$ cat src/hw/fragment_assembly_enable_pkg.sv
// Purpose: Shared types and constants for the fragment reassembler
// Assumes: APB byte address is four times the register index
// Notes:   Object registers sit at index obj*16 + sub-offset
package fragment_assembly_enable_pkg;
   localparam int         NOBJ        = 32;
   localparam logic [9:0] GLOBAL_MESSAGE_CONTROL_IDX    = 10'h27E;
   localparam logic [9:0] SEG_IDX     = 10'h291;
   localparam logic [3:0] SUB_CTL     = 4'h0;
   localparam logic [3:0] SUB_PTR     = 4'h8;
   localparam logic [3:0] SUB_BLR     = 4'hA;
   localparam logic [3:0] SUB_BSZ     = 4'hC;
   localparam logic [3:0] SUB_FCR     = 4'hE;
   localparam logic [7:0] SEG_RST     = 8'hFF;
   localparam logic [7:0] GLOBAL_MESSAGE_CONTROL_RST    = 8'h00;
   localparam logic [7:0] BYTE_CLR    = 8'h00;
   localparam logic [7:0] RESTART_OFF = 8'h01;
   localparam logic [8:0] MIN_SIZE    = 9'h002;
   localparam logic [8:0] FULL_MARGIN = 9'h009;
   localparam logic [7:0] TOG_MASK    = 8'h10;
   localparam logic [1:0] FT_FIRST    = 2'h0;
   localparam logic [1:0] FT_END      = 2'h2;

   typedef enum logic [1:0] {
      P_CAN   = 2'h0,
      P_DNET  = 2'h1,
      P_COPEN = 2'h2,
      P_OSEK  = 2'h3
   } proto_t;

   typedef enum logic [8:0] {
      S_INIT = 9'h001,
      S_IDLE = 9'h002,
      S_ARD  = 9'h004,
      S_AACK = 9'h008,
      S_RD   = 9'h010,
      S_HDR  = 9'h020,
      S_DATA = 9'h040,
      S_CNT  = 9'h080,
      S_UPD  = 9'h100
   } state_t;

   typedef struct packed {
      logic [3:0] rsv;
      logic       auto_ack;
      logic       pre_arb;
      proto_t     proto;
   } global_message_control_t;

   typedef struct packed {
      logic fragment_assembly_enable;
      logic object_enable;
      logic tx;
      logic rtr;
   } ctl_t;

   typedef struct packed {
      ctl_t       ctl;
      logic [2:0] bsz;
      logic [15:0] blr;
      logic [7:0] fcr;
      logic [7:0] ptr;
      logic [7:0] cnt;
   } entry_t;

   localparam int ENTW = $bits(entry_t);

   typedef struct packed {
      logic [4:0]  obj;
      logic        ide;
      logic        rtr;
      logic [3:0]  dlc;
      logic [63:0] data;
   } frame_t;

   typedef struct packed {
      logic warn;
      logic full;
      logic err;
      logic done;
   } evt_t;

   typedef struct packed {
      state_t      st;
      global_message_control_t       global_message_control;
      logic [7:0]  seg;
      entry_t      ent;
      frame_t      fr;
      logic [3:0]  idx;
      logic [3:0]  last;
      evt_t        flags;
      logic        endm;
      logic [31:0] prdata;
      logic        pready;
      logic        pslverr;
      logic        rx_ready;
      logic        mreq;
      logic [23:0] maddr;
      logic [7:0]  mdata;
      logic        evt_valid;
      evt_t        evt;
      logic [4:0]  evt_obj;
      logic        ack_valid;
      logic [4:0]  ack_obj;
      logic        ack_tog;
   } regs_t;
endpackage : fragment_assembly_enable_pkg

$ cat src/hw/obj_table.sv
// Purpose: Per-object context memory with registered read data
// Assumes: One access per cycle, read returns old data on write
// Notes:   Contents are cleared by the owner after reset
`timescale 1ns/1ps
`default_nettype none
module obj_table #(
   parameter int WIDTH = 47,
   parameter int DEPTH = 32,
   parameter int AW    = $clog2(DEPTH)
) (
   // Clock and reset
   input  wire logic             clk,
   input  wire logic             reset,
   // Access port
   input  wire logic             we,
   input  wire logic [AW-1:0]    addr,
   input  wire logic [WIDTH-1:0] wdata,
   output logic      [WIDTH-1:0] rdata_q
);
   logic [WIDTH-1:0] mem [DEPTH];

   always_ff @(posedge clk) begin
      if (we) begin
         mem[addr] <= wdata;
      end
      if (reset) begin
         rdata_q <= '0;
      end else begin
         rdata_q <= mem[addr];
      end
   end
endmodule : obj_table
`default_nettype wire

$ cat src/hw/fragment_assembly_enable_reassembler.sv
// Purpose: Fragmented message reassembly into per-object memory buffers
// Assumes: APB register access, byte-wide memory writes with grant
// Notes:   Fragment byte formats per protocol are fixed in this block
// Overview of operation
// - DMA writes consecutive offsets from base, wrapping to buffer bottom.
// - Warn before the buffer pointer can wrap.
// - Wrap point comes from the object's buffer size code.
// - Thirty-two objects, each with own pointer and byte count.
// - Fragment byte is data byte 1 and never stored.
// - End fragment: store data, write byte count, then signal completion.
// - Byte count of informational bytes goes to buffer offset zero.
// - Decode first, middle, end and sequence number, or CANopen toggle.
// - Error only on sequence not one more, or toggle not toggled.
// - Error resets count and pointer and signals the processor.
// - Plain CAN protocol disables fragmentation checks everywhere.
// - OSEK: no completion flag, event or count write.
// - OSEK: no zero write at buffer base at message start.
// - CANopen first frame handled as intermediate; software points offset 1.
// - CANopen auto-acknowledge uses transmit object n+1 after good frame.
// - Acknowledge carries the incoming toggle in bit 4.
// - Protocol field: 00 CAN, 01 DeviceNet, 10 CANopen, 11 OSEK.
// - Pre-arbitration bit: 0 by identifier, 1 by object number.
// - Auto-acknowledge enable bit; global control resets to zero.
// - Size code selects 2 to 256 bytes, doubling.
// - CAN buffering: full below 9 bytes left, wrap to offset 1.
//
// Decided for this implementation: the APB interface to the registers.
`timescale 1ns/1ps
`default_nettype none
module fragment_assembly_enable_reassembler #(
   parameter int NUM_OBJ = 32
) (
   // Clock and reset
   input  wire logic                    clk,
   input  wire logic                    reset,
   // APB slave
   input  wire logic                    psel,
   input  wire logic                    penable,
   input  wire logic                    pwrite,
   input  wire logic [11:0]             paddr,
   input  wire logic [31:0]             pwdata,
   output logic      [31:0]             prdata,
   output logic                         pready,
   output logic                         pslverr,
   // Receive pre-buffer
   input  wire logic                    rx_valid,
   input  wire fragment_assembly_enable_pkg::frame_t        rx_frame,
   output logic                         rx_ready,
   // Memory bus
   output logic                         mem_req,
   output logic      [23:0]             mem_addr,
   output logic      [7:0]              mem_wdata,
   input  wire logic                    mem_gnt,
   // Events to processor
   output logic                         evt_valid,
   output fragment_assembly_enable_pkg::evt_t               evt_flags,
   output logic      [4:0]              evt_obj,
   // Auto-acknowledge request
   output logic                         ack_valid,
   output logic      [4:0]              ack_obj,
   output logic                         ack_toggle,
   // Global settings
   output fragment_assembly_enable_pkg::proto_t             protocol,
   output logic                         pre_arb_by_number,
   output logic                         auto_ack_en
);
   import fragment_assembly_enable_pkg::*;

   regs_t      q;
   regs_t      d;
   entry_t     rd_ent;
   entry_t     wr_ent;
   logic       we;
   logic [4:0] tab_addr;
   logic [9:0] idx_p;
   logic [8:0] size;
   logic [7:0] mask;
   logic [7:0] off_n;
   logic       wrap;
   logic       can_buf;
   logic [7:0] fb;
   logic       chk_bad;
   logic       chk_end;
   logic       chk_first;
   logic [7:0] chk_fcr;
   evt_t       flags_out;

   function automatic logic [7:0] mask_of(input logic [2:0] bsz);
      logic [8:0] s;
      s = MIN_SIZE << bsz;
      mask_of = 8'(s - 9'h001);
   endfunction : mask_of

   function automatic logic [23:0] baddr(input logic [7:0] seg, input entry_t e,
                                         input logic [7:0] off);
      logic [7:0] m;
      m = mask_of(e.bsz);
      baddr = {seg, e.blr[15:8], (e.blr[7:0] & ~m) | (off & m)};
   endfunction : baddr

   obj_table #(
      .WIDTH (ENTW),
      .DEPTH (NUM_OBJ),
      .AW    (5)
   ) u_tab (
      .clk     (clk),
      .reset   (reset),
      .we      (we),
      .addr    (tab_addr),
      .wdata   (wr_ent),
      .rdata_q (rd_ent)
   );

   assign idx_p   = paddr[11:2];
   assign size    = MIN_SIZE << q.ent.bsz;
   assign mask    = mask_of(q.ent.bsz);
   assign can_buf = q.global_message_control.proto == P_CAN;

   // Next offset, wrapping at the buffer top
   always_comb begin
      off_n = 8'(q.ent.ptr + 8'h01) & mask;
      wrap  = off_n == BYTE_CLR;
      if (wrap && can_buf) begin
         off_n = RESTART_OFF;
      end
   end

   // Fragment byte decode and sequence check
   always_comb begin
      fb        = q.fr.data[7:0];
      chk_first = fb[7:6] == FT_FIRST;
      chk_end   = 1'b0;
      chk_bad   = 1'b0;
      chk_fcr   = rd_ent.fcr;
      case (q.global_message_control.proto)
         P_DNET: begin
            chk_end = fb[7:6] == FT_END;
            chk_bad = !chk_first && (fb[5:0] != rd_ent.fcr[5:0]);
            chk_fcr = {2'h0, 6'(fb[5:0] + 6'h01)};
         end
         P_COPEN: begin
            chk_first = 1'b0;
            chk_end   = fb[0];
            chk_bad   = fb[4] != rd_ent.fcr[4];
            chk_fcr   = rd_ent.fcr ^ TOG_MASK;
         end
         P_OSEK: begin
            chk_first = 1'b0;
            chk_bad   = fb[3:0] != rd_ent.fcr[3:0];
            chk_fcr   = {4'h0, 4'(fb[3:0] + 4'h1)};
         end
         default: begin
            chk_first = 1'b0;
         end
      endcase
   end

   // Events raised at the end of a frame
   always_comb begin
      flags_out = q.flags;
      if (!q.flags.err && q.ent.ctl.fragment_assembly_enable
          && (size - {1'b0, q.ent.ptr}) < FULL_MARGIN) begin
         if (can_buf) begin
            flags_out.full = 1'b1;
         end else begin
            flags_out.warn = 1'b1;
         end
      end
   end

   always_comb begin
      d           = q;
      we          = 1'b0;
      tab_addr    = q.fr.obj;
      wr_ent      = q.ent;
      d.pready    = 1'b0;
      d.rx_ready  = 1'b0;
      d.evt_valid = 1'b0;
      d.ack_valid = 1'b0;
      case (q.st)
         S_INIT: begin
            we       = 1'b1;
            wr_ent   = '0;
            d.fr.obj = 5'(q.fr.obj + 5'h01);
            if (q.fr.obj == 5'(NUM_OBJ - 1)) begin
               d.st = S_IDLE;
            end
         end
         S_IDLE: begin
            if (psel && penable) begin
               tab_addr = idx_p[8:4];
               d.fr.obj = idx_p[8:4];
               d.st     = S_ARD;
            end else if (rx_valid) begin
               tab_addr   = rx_frame.obj;
               d.fr       = rx_frame;
               d.rx_ready = 1'b1;
               d.st       = S_RD;
            end
         end
         S_ARD: begin
            d.ent     = rd_ent;
            d.pready  = 1'b1;
            d.pslverr = 1'b0;
            d.prdata  = '0;
            if (idx_p == GLOBAL_MESSAGE_CONTROL_IDX) begin
               d.prdata = {24'h0, q.global_message_control};
            end else if (idx_p == SEG_IDX) begin
               d.prdata = {24'h0, q.seg};
            end else if (!idx_p[9]) begin
               case (idx_p[3:0])
                  SUB_CTL: d.prdata = {28'h0, rd_ent.ctl};
                  SUB_PTR: d.prdata = {16'h0, rd_ent.cnt, rd_ent.ptr};
                  SUB_BLR: d.prdata = {16'h0, rd_ent.blr};
                  SUB_BSZ: d.prdata = {29'h0, rd_ent.bsz};
                  SUB_FCR: d.prdata = {24'h0, rd_ent.fcr};
                  default: d.pslverr = 1'b1;
               endcase
            end else begin
               d.pslverr = 1'b1;
            end
            d.st = S_AACK;
         end
         S_AACK: begin
            if (pwrite && !q.pslverr) begin
               if (idx_p == GLOBAL_MESSAGE_CONTROL_IDX) begin
                  d.global_message_control = global_message_control_t'({4'h0, pwdata[3:0]});
               end else if (idx_p == SEG_IDX) begin
                  d.seg = pwdata[7:0];
               end else begin
                  we = 1'b1;
                  case (idx_p[3:0])
                     SUB_CTL: wr_ent.ctl = ctl_t'(pwdata[3:0]);
                     SUB_PTR: wr_ent.ptr = pwdata[7:0];
                     SUB_BLR: wr_ent.blr = pwdata[15:0];
                     SUB_BSZ: wr_ent.bsz = pwdata[2:0];
                     SUB_FCR: wr_ent.fcr = pwdata[7:0];
                     default: we = 1'b0;
                  endcase
               end
            end
            d.st = S_IDLE;
         end
         S_RD: begin
            d.ent   = rd_ent;
            d.flags = '0;
            d.endm  = 1'b0;
            d.idx   = 4'h0;
            d.last  = (q.fr.dlc > 4'h8) ? 4'h8 : q.fr.dlc;
            if (!rd_ent.ctl.object_enable || rd_ent.ctl.tx) begin
               d.st = S_IDLE;
            end else if (rd_ent.ctl.fragment_assembly_enable && !can_buf) begin
               if (chk_bad) begin
                  d.flags.err = 1'b1;
                  d.ent.cnt   = BYTE_CLR;
                  d.ent.ptr   = RESTART_OFF;
                  d.st        = S_UPD;
               end else begin
                  d.idx     = 4'h1;
                  d.ent.fcr = chk_fcr;
                  d.endm    = chk_end;
                  d.st      = S_DATA;
                  if (chk_first) begin
                     d.ent.ptr = BYTE_CLR;
                     d.ent.cnt = BYTE_CLR;
                     d.mreq    = 1'b1;
                     d.maddr   = baddr(q.seg, rd_ent, BYTE_CLR);
                     d.mdata   = BYTE_CLR;
                     d.st      = S_HDR;
                  end
               end
            end else if (rd_ent.ctl.fragment_assembly_enable) begin
               d.mreq  = 1'b1;
               d.maddr = baddr(q.seg, rd_ent, rd_ent.ptr);
               d.mdata = {q.fr.ide, q.fr.rtr, 2'h3, q.fr.dlc};
               d.st    = S_HDR;
            end else begin
               d.ent.ptr = RESTART_OFF;
               d.endm    = 1'b1;
               d.st      = S_DATA;
            end
         end
         S_HDR: begin
            if (mem_gnt) begin
               d.mreq    = 1'b0;
               d.ent.ptr = off_n;
               d.st      = S_DATA;
            end
         end
         S_DATA: begin
            if (q.mreq) begin
               if (mem_gnt) begin
                  d.mreq    = 1'b0;
                  d.idx     = 4'(q.idx + 4'h1);
                  d.ent.ptr = off_n;
                  d.ent.cnt = 8'(q.ent.cnt + 8'h01);
                  if (wrap) begin
                     d.flags.full = 1'b1;
                  end
               end
            end else if (q.idx < q.last) begin
               d.mreq  = 1'b1;
               d.maddr = baddr(q.seg, q.ent, q.ent.ptr);
               d.mdata = q.fr.data[{q.idx[2:0], 3'h0} +: 8];
            end else if (q.endm) begin
               d.mreq  = 1'b1;
               d.maddr = baddr(q.seg, q.ent, BYTE_CLR);
               d.mdata = q.ent.ctl.fragment_assembly_enable ? q.ent.cnt
                         : {q.fr.ide, q.fr.rtr, 2'h3, q.fr.dlc};
               d.st    = S_CNT;
            end else begin
               d.st = S_UPD;
            end
         end
         S_CNT: begin
            if (mem_gnt) begin
               d.mreq       = 1'b0;
               d.flags.done = 1'b1;
               d.ent.cnt    = BYTE_CLR;
               d.ent.ptr    = RESTART_OFF;
               d.st         = S_UPD;
            end
         end
         S_UPD: begin
            we          = 1'b1;
            d.evt_valid = |flags_out;
            d.evt       = flags_out;
            d.evt_obj   = q.fr.obj;
            if (!q.flags.err && q.global_message_control.auto_ack && q.global_message_control.proto == P_COPEN
                && q.ent.ctl.fragment_assembly_enable && q.fr.obj != 5'h1F) begin
               d.ack_valid = 1'b1;
               d.ack_obj   = 5'(q.fr.obj + 5'h01);
               d.ack_tog   = q.fr.data[4];
            end
            d.st = S_IDLE;
         end
         default: d.st = S_IDLE;
      endcase
   end

   always_ff @(posedge clk) begin
      if (reset) begin
         q      <= '0;
         q.st   <= S_INIT;
         q.global_message_control <= global_message_control_t'(GLOBAL_MESSAGE_CONTROL_RST);
         q.seg  <= SEG_RST;
      end else begin
         q <= d;
      end
   end

   assign prdata            = q.prdata;
   assign pready            = q.pready;
   assign pslverr           = q.pslverr;
   assign rx_ready          = q.rx_ready;
   assign mem_req           = q.mreq;
   assign mem_addr          = q.maddr;
   assign mem_wdata         = q.mdata;
   assign evt_valid         = q.evt_valid;
   assign evt_flags         = q.evt;
   assign evt_obj           = q.evt_obj;
   assign ack_valid         = q.ack_valid;
   assign ack_obj           = q.ack_obj;
   assign ack_toggle        = q.ack_tog;
   assign protocol          = q.global_message_control.proto;
   assign pre_arb_by_number = q.global_message_control.pre_arb;
   assign auto_ack_en       = q.global_message_control.auto_ack;
endmodule : fragment_assembly_enable_reassembler
`default_nettype wire

$ cat config.mk
export PLATFORM = sky130hd
export DESIGN_NAME = fragment_assembly_enable_reassembler
export DESIGN_NICKNAME = d
export VERILOG_FILES = /design/src/hw/fragment_assembly_enable_pkg.sv /design/src/hw/obj_table.sv /design/src/hw/fragment_assembly_enable_reassembler.sv
export SDC_FILE = /design/constraint.sdc
export NUM_CORES = 2
export LEC_CHECK = 0
export BUFFER_PORTS_ARGS = -buffer_cell sky130_fd_sc_hd__buf_2
export CAP_MARGIN = 10
export CORE_MARGIN = 2
export CORE_UTILIZATION = 62
export DETAILED_ROUTE_END_ITERATION = 16
export PLACE_DENSITY = 0.79
export SLEW_MARGIN = 30
export SYNTH_ARGS = -nofsm -noshare
export SYNTH_HDL_FRONTEND = slang
export SYNTH_SLANG_ARGS = --single-unit
$ cat constraint.sdc
create_clock -name clk -period 5.2 [get_ports clk]
set_input_delay 0.52 -clock clk [delete_from_list [all_inputs] [get_ports clk]]
set_output_delay 0.52 -clock clk [all_outputs]
set_load 0.05 [all_outputs]
==> results.md <==
* Clock skew at 0.0225 ns
* Chip width at 342 um
* Fill cells at 6815
* #FFs+latches synth at 1775
* Largest net degree at the start of global routing at 142
* Synth area leaders: edfxtp_1, mux2i_1, dfxtp_1
* Synth area leader: edfxtp_1
* R2R depth at 8
* CTS Buf Count at 166
* Slew headroom at 27.1%
* Vias in the first global route at 42500
* Final period utilization at 83.3%
* R2R setup slack at 0.87 ns
* Worst flop-to-flop path endpoint: u_tab.mem[9][6]
* IO Pins at 215
* Initial core utilization at 62.6%
* PD cells at 400 nW/um^2
* Crit path buf inv count at 1
* WHS Endpoint: q[143]
* Vias at 45000
* Initial antenna violation count at 2
* P_leak at 0.0270 uW
* FMAX at 231 MHz
* FF-to-FF Start: q[238]
* Syn_area_per_cell at 15.0 um^2
* Avg Vias per Cell at 6.86
* DP Area at 73500 um^2
* DP Wirelength at 112000 um
* VDD IR max at 0.386 mV
* # setup viols final at 0
* Post-synth EDFFs at 1504
* Mapped Area at 70700 um^2
* Chip Height at 342 um
* Post-synth top area share at 63.9%
* Worst Setup Path Type: flip-flop to flip-flop
* Arrival time worst endpoint at 4.72 ns
* Hold_sp: rx_frame[45]
* Fraction of registers with async set/reset at 0%
* Worst Setup Start Kind: flip-flop
* Core area at 113000 um^2
* Critical Path Sink Type: flip-flop
* N_diodes at 0
* Row cnt at 123
* Top-count cell post-synth: edfxtp_1
* Clk root buf: clkbuf_16
* Most common flop cell mapped by yosys: edfxtp_1
* Post-CTS Setup Bufs at 0
* Final Hold Vio Count at 0
* Top cells by count, synth: edfxtp_1, mux2i_1, o22ai_1
* Buffer depth of the longest clock path at 3
* Clock-pin slew on the worst setup and hold paths at 0.06 ns
* Crit-path max FO at 38
* Non-filler cells, final at 6551
* GRT Overall Usage at 35.4%
* Slew @ Worst Pin at 1.09 ns
* CP max stage delay at 0.88 ns
* Final Max Slew Viols at 0
* Cell Chain, Critical Path: nor4_2, nand3_1, nor2_1, a21oi_1, nor2_1, nand2_1, nor2_4, buf_4
* Mapped Cells at 4720
* Seq/Total Area, Yosys at 71.6%
* Synth warnings at 0
* Placer Congestion at 0.992
* H-tree depth at 4
* CTS tree: yes
* Status: completed
* Layout cells sized above 1 at 13.7%
* Max-capacitance violation count at 0
* Die footprint at 117000 um^2
* Post-Route WL at 210000 um
* Drt drc at 0
* Cell variety after synth at 82
* HP Class: primary input to flip-flop
* Pre-antenna DRT Iters at 9
* Post-layout minimum cycle time at 4.33 ns
* RSZ-0062 raised after global routing: false
* Grt ovf at 0
* DR WL/cell at 32.0 um
* Setup TNS Final at 0 ns
* Clock Sinks at 1775
* Final Cell Area at 79900 um^2
* Core Util, Final at 70.8%
* IO buf count at 180
* Iter 0 DRT Violations at 7191
* First-pass GRT wire length at 295000 um
* Number of cells after detailed placement at 6174
* Cell family with most CP delay: simple AND/OR/NAND/NOR gates
* Area Overhead vs Synth at 13.1%
* Hold path depth at 3
* Nets@finish at 5055
* Slowest CP cell: buf_4
* Critical Path RT at 5.59 ns
* Post-route ant nets at 0
* CP most frequent cell: nor2_1
* Clock latency at the later pin of the worst-skew pair at 0.79 ns
routing by layer:
layer  part of all wire, %  vias up  routed length [um]  GRT usage, %
met1                    35    22000               72800          47.8
met2                    45     3609               94400          54.1
met3                    14      690               29800          8.11
met5                 0.014        -                  30             0
li1                      -    18700                   -             -
met4                   6.0        4               12500          18.8
placed cells by master (no fill, tap or decap), types with 13 or more instances in the layout:
master            n
nand2b_1         13
nor4_1           99
clkbuf_16       172
xor2_1           13
nor3_1           67
xnor2_1          19
nor2_4           32
conb_1           16
mux4_2           16
dfxtp_1         271
inv_1            31
nor2_1          120
nand3_1          43
a22oi_1          23
clkinv_2         26
a211oi_1         24
a21oi_1         195
dlygate4sd3_1    65
buf_2           179
o22ai_1         382
nand2_1         362
buf_6            13
nand4_1          21
ha_1             19
a222oi_1         18
buf_4            96
edfxtp_1       1504
clkinv_1         18
clkbuf_8         23
mux2i_1         792
o21ai_4          25
bufinv_16        13
o21ai_0          50
buf_12           26
clkbuf_1         38
cell type report:
cell class / instances / area, um^2 / area share [%]
Clock buffer: 233 / 4760 / 5.96
Tap cell: 1500 / 1880 / 2.35
Inverter: 32 / 120 / 0.150
Multi-Input combinational cell: 2553 / 18700 / 23.4
Timing Repair Buffer: 382 / 3000 / 3.76
Clock inverter: 76 / 847 / 1.06
Sequential cell: 1775 / 50600 / 63.3
where the power goes:
group          internal (uW)  switching [uW]  leakage (uW)
Combinational           1290            2150       0.00780
Sequential             15700             440        0.0164
Clock                   7090            5270       0.00275
Total                  24100            7860        0.0270
cell families (layout without fill, tap and decap cells):
family                     after synthesis  count (layout)  share of synthesized area (%)
buffers and inverters                  407             723                           2.91
muxes                                  810             810                           11.8
DFF                                   1775            1775                           71.6
AOI/OAI and AO/OA                      828             828                           7.32
other                                    1              16                        0.00531
and+or+nand+nor                        845             845                           5.62
adders and majority gates               22              22                          0.379
xor gates and xnor gates                32              32                          0.397
flip-flops by register name, summed over array words and instances, names as in the netlist:
name               count
ack_valid              1
evt_flags              4
q                    141
mem_req                1
fb                     8
u_tab.mem           1504
evt_valid              1
pready                 1
u_tab.rdata_q         47
rx_ready               1
ack_toggle             1
auto_ack_en            1
flags_out              2
ack_obj                5
protocol               2
mem_wdata              8
evt_obj                5
mem_addr              24
prdata                16
pslverr                1
pre_arb_by_number      1
how the worst max path moves through the flow:
stage                      start                 to  cells after the start
final                     q[238]    u_tab.mem[9][6]                      8
after global routing      q[237]  u_tab.rdata_q[21]                      9
after CTS                 q[237]  u_tab.rdata_q[24]                      9
after detailed placement    psel   u_tab.mem[8][25]                      8
after global placement    q[238]  u_tab.rdata_q[46]                      8
after floorplan           q[240]    u_tab.mem[1][0]                     10
timing repair:
item                      CTS  global route
hold buffers               65             0
resized for setup           0             0
hold endpoints to repair   65             0
worst min-delay path, cell delays in order:
cell     delay [ns]
buf_2          0.10
nand2_1        0.07
a21oi_1        0.07
metrics by stage:
step | power (uW) | hold slack [ns] | setup slack [ns]
2_1_floorplan | 18500 | 0.429 | 0.764
3_3_place_gp | 19600 | 0.436 | 0.779
3_5_place_dp | 19700 | 0.444 | 0.888
4_1_cts | 31900 | 0.00706 | 1.02
5_1_grt | 32700 | 0.0226 | 0.782
6_report | 32000 | 0.0439 | 0.870
Power figures use the tool's default switching activity.
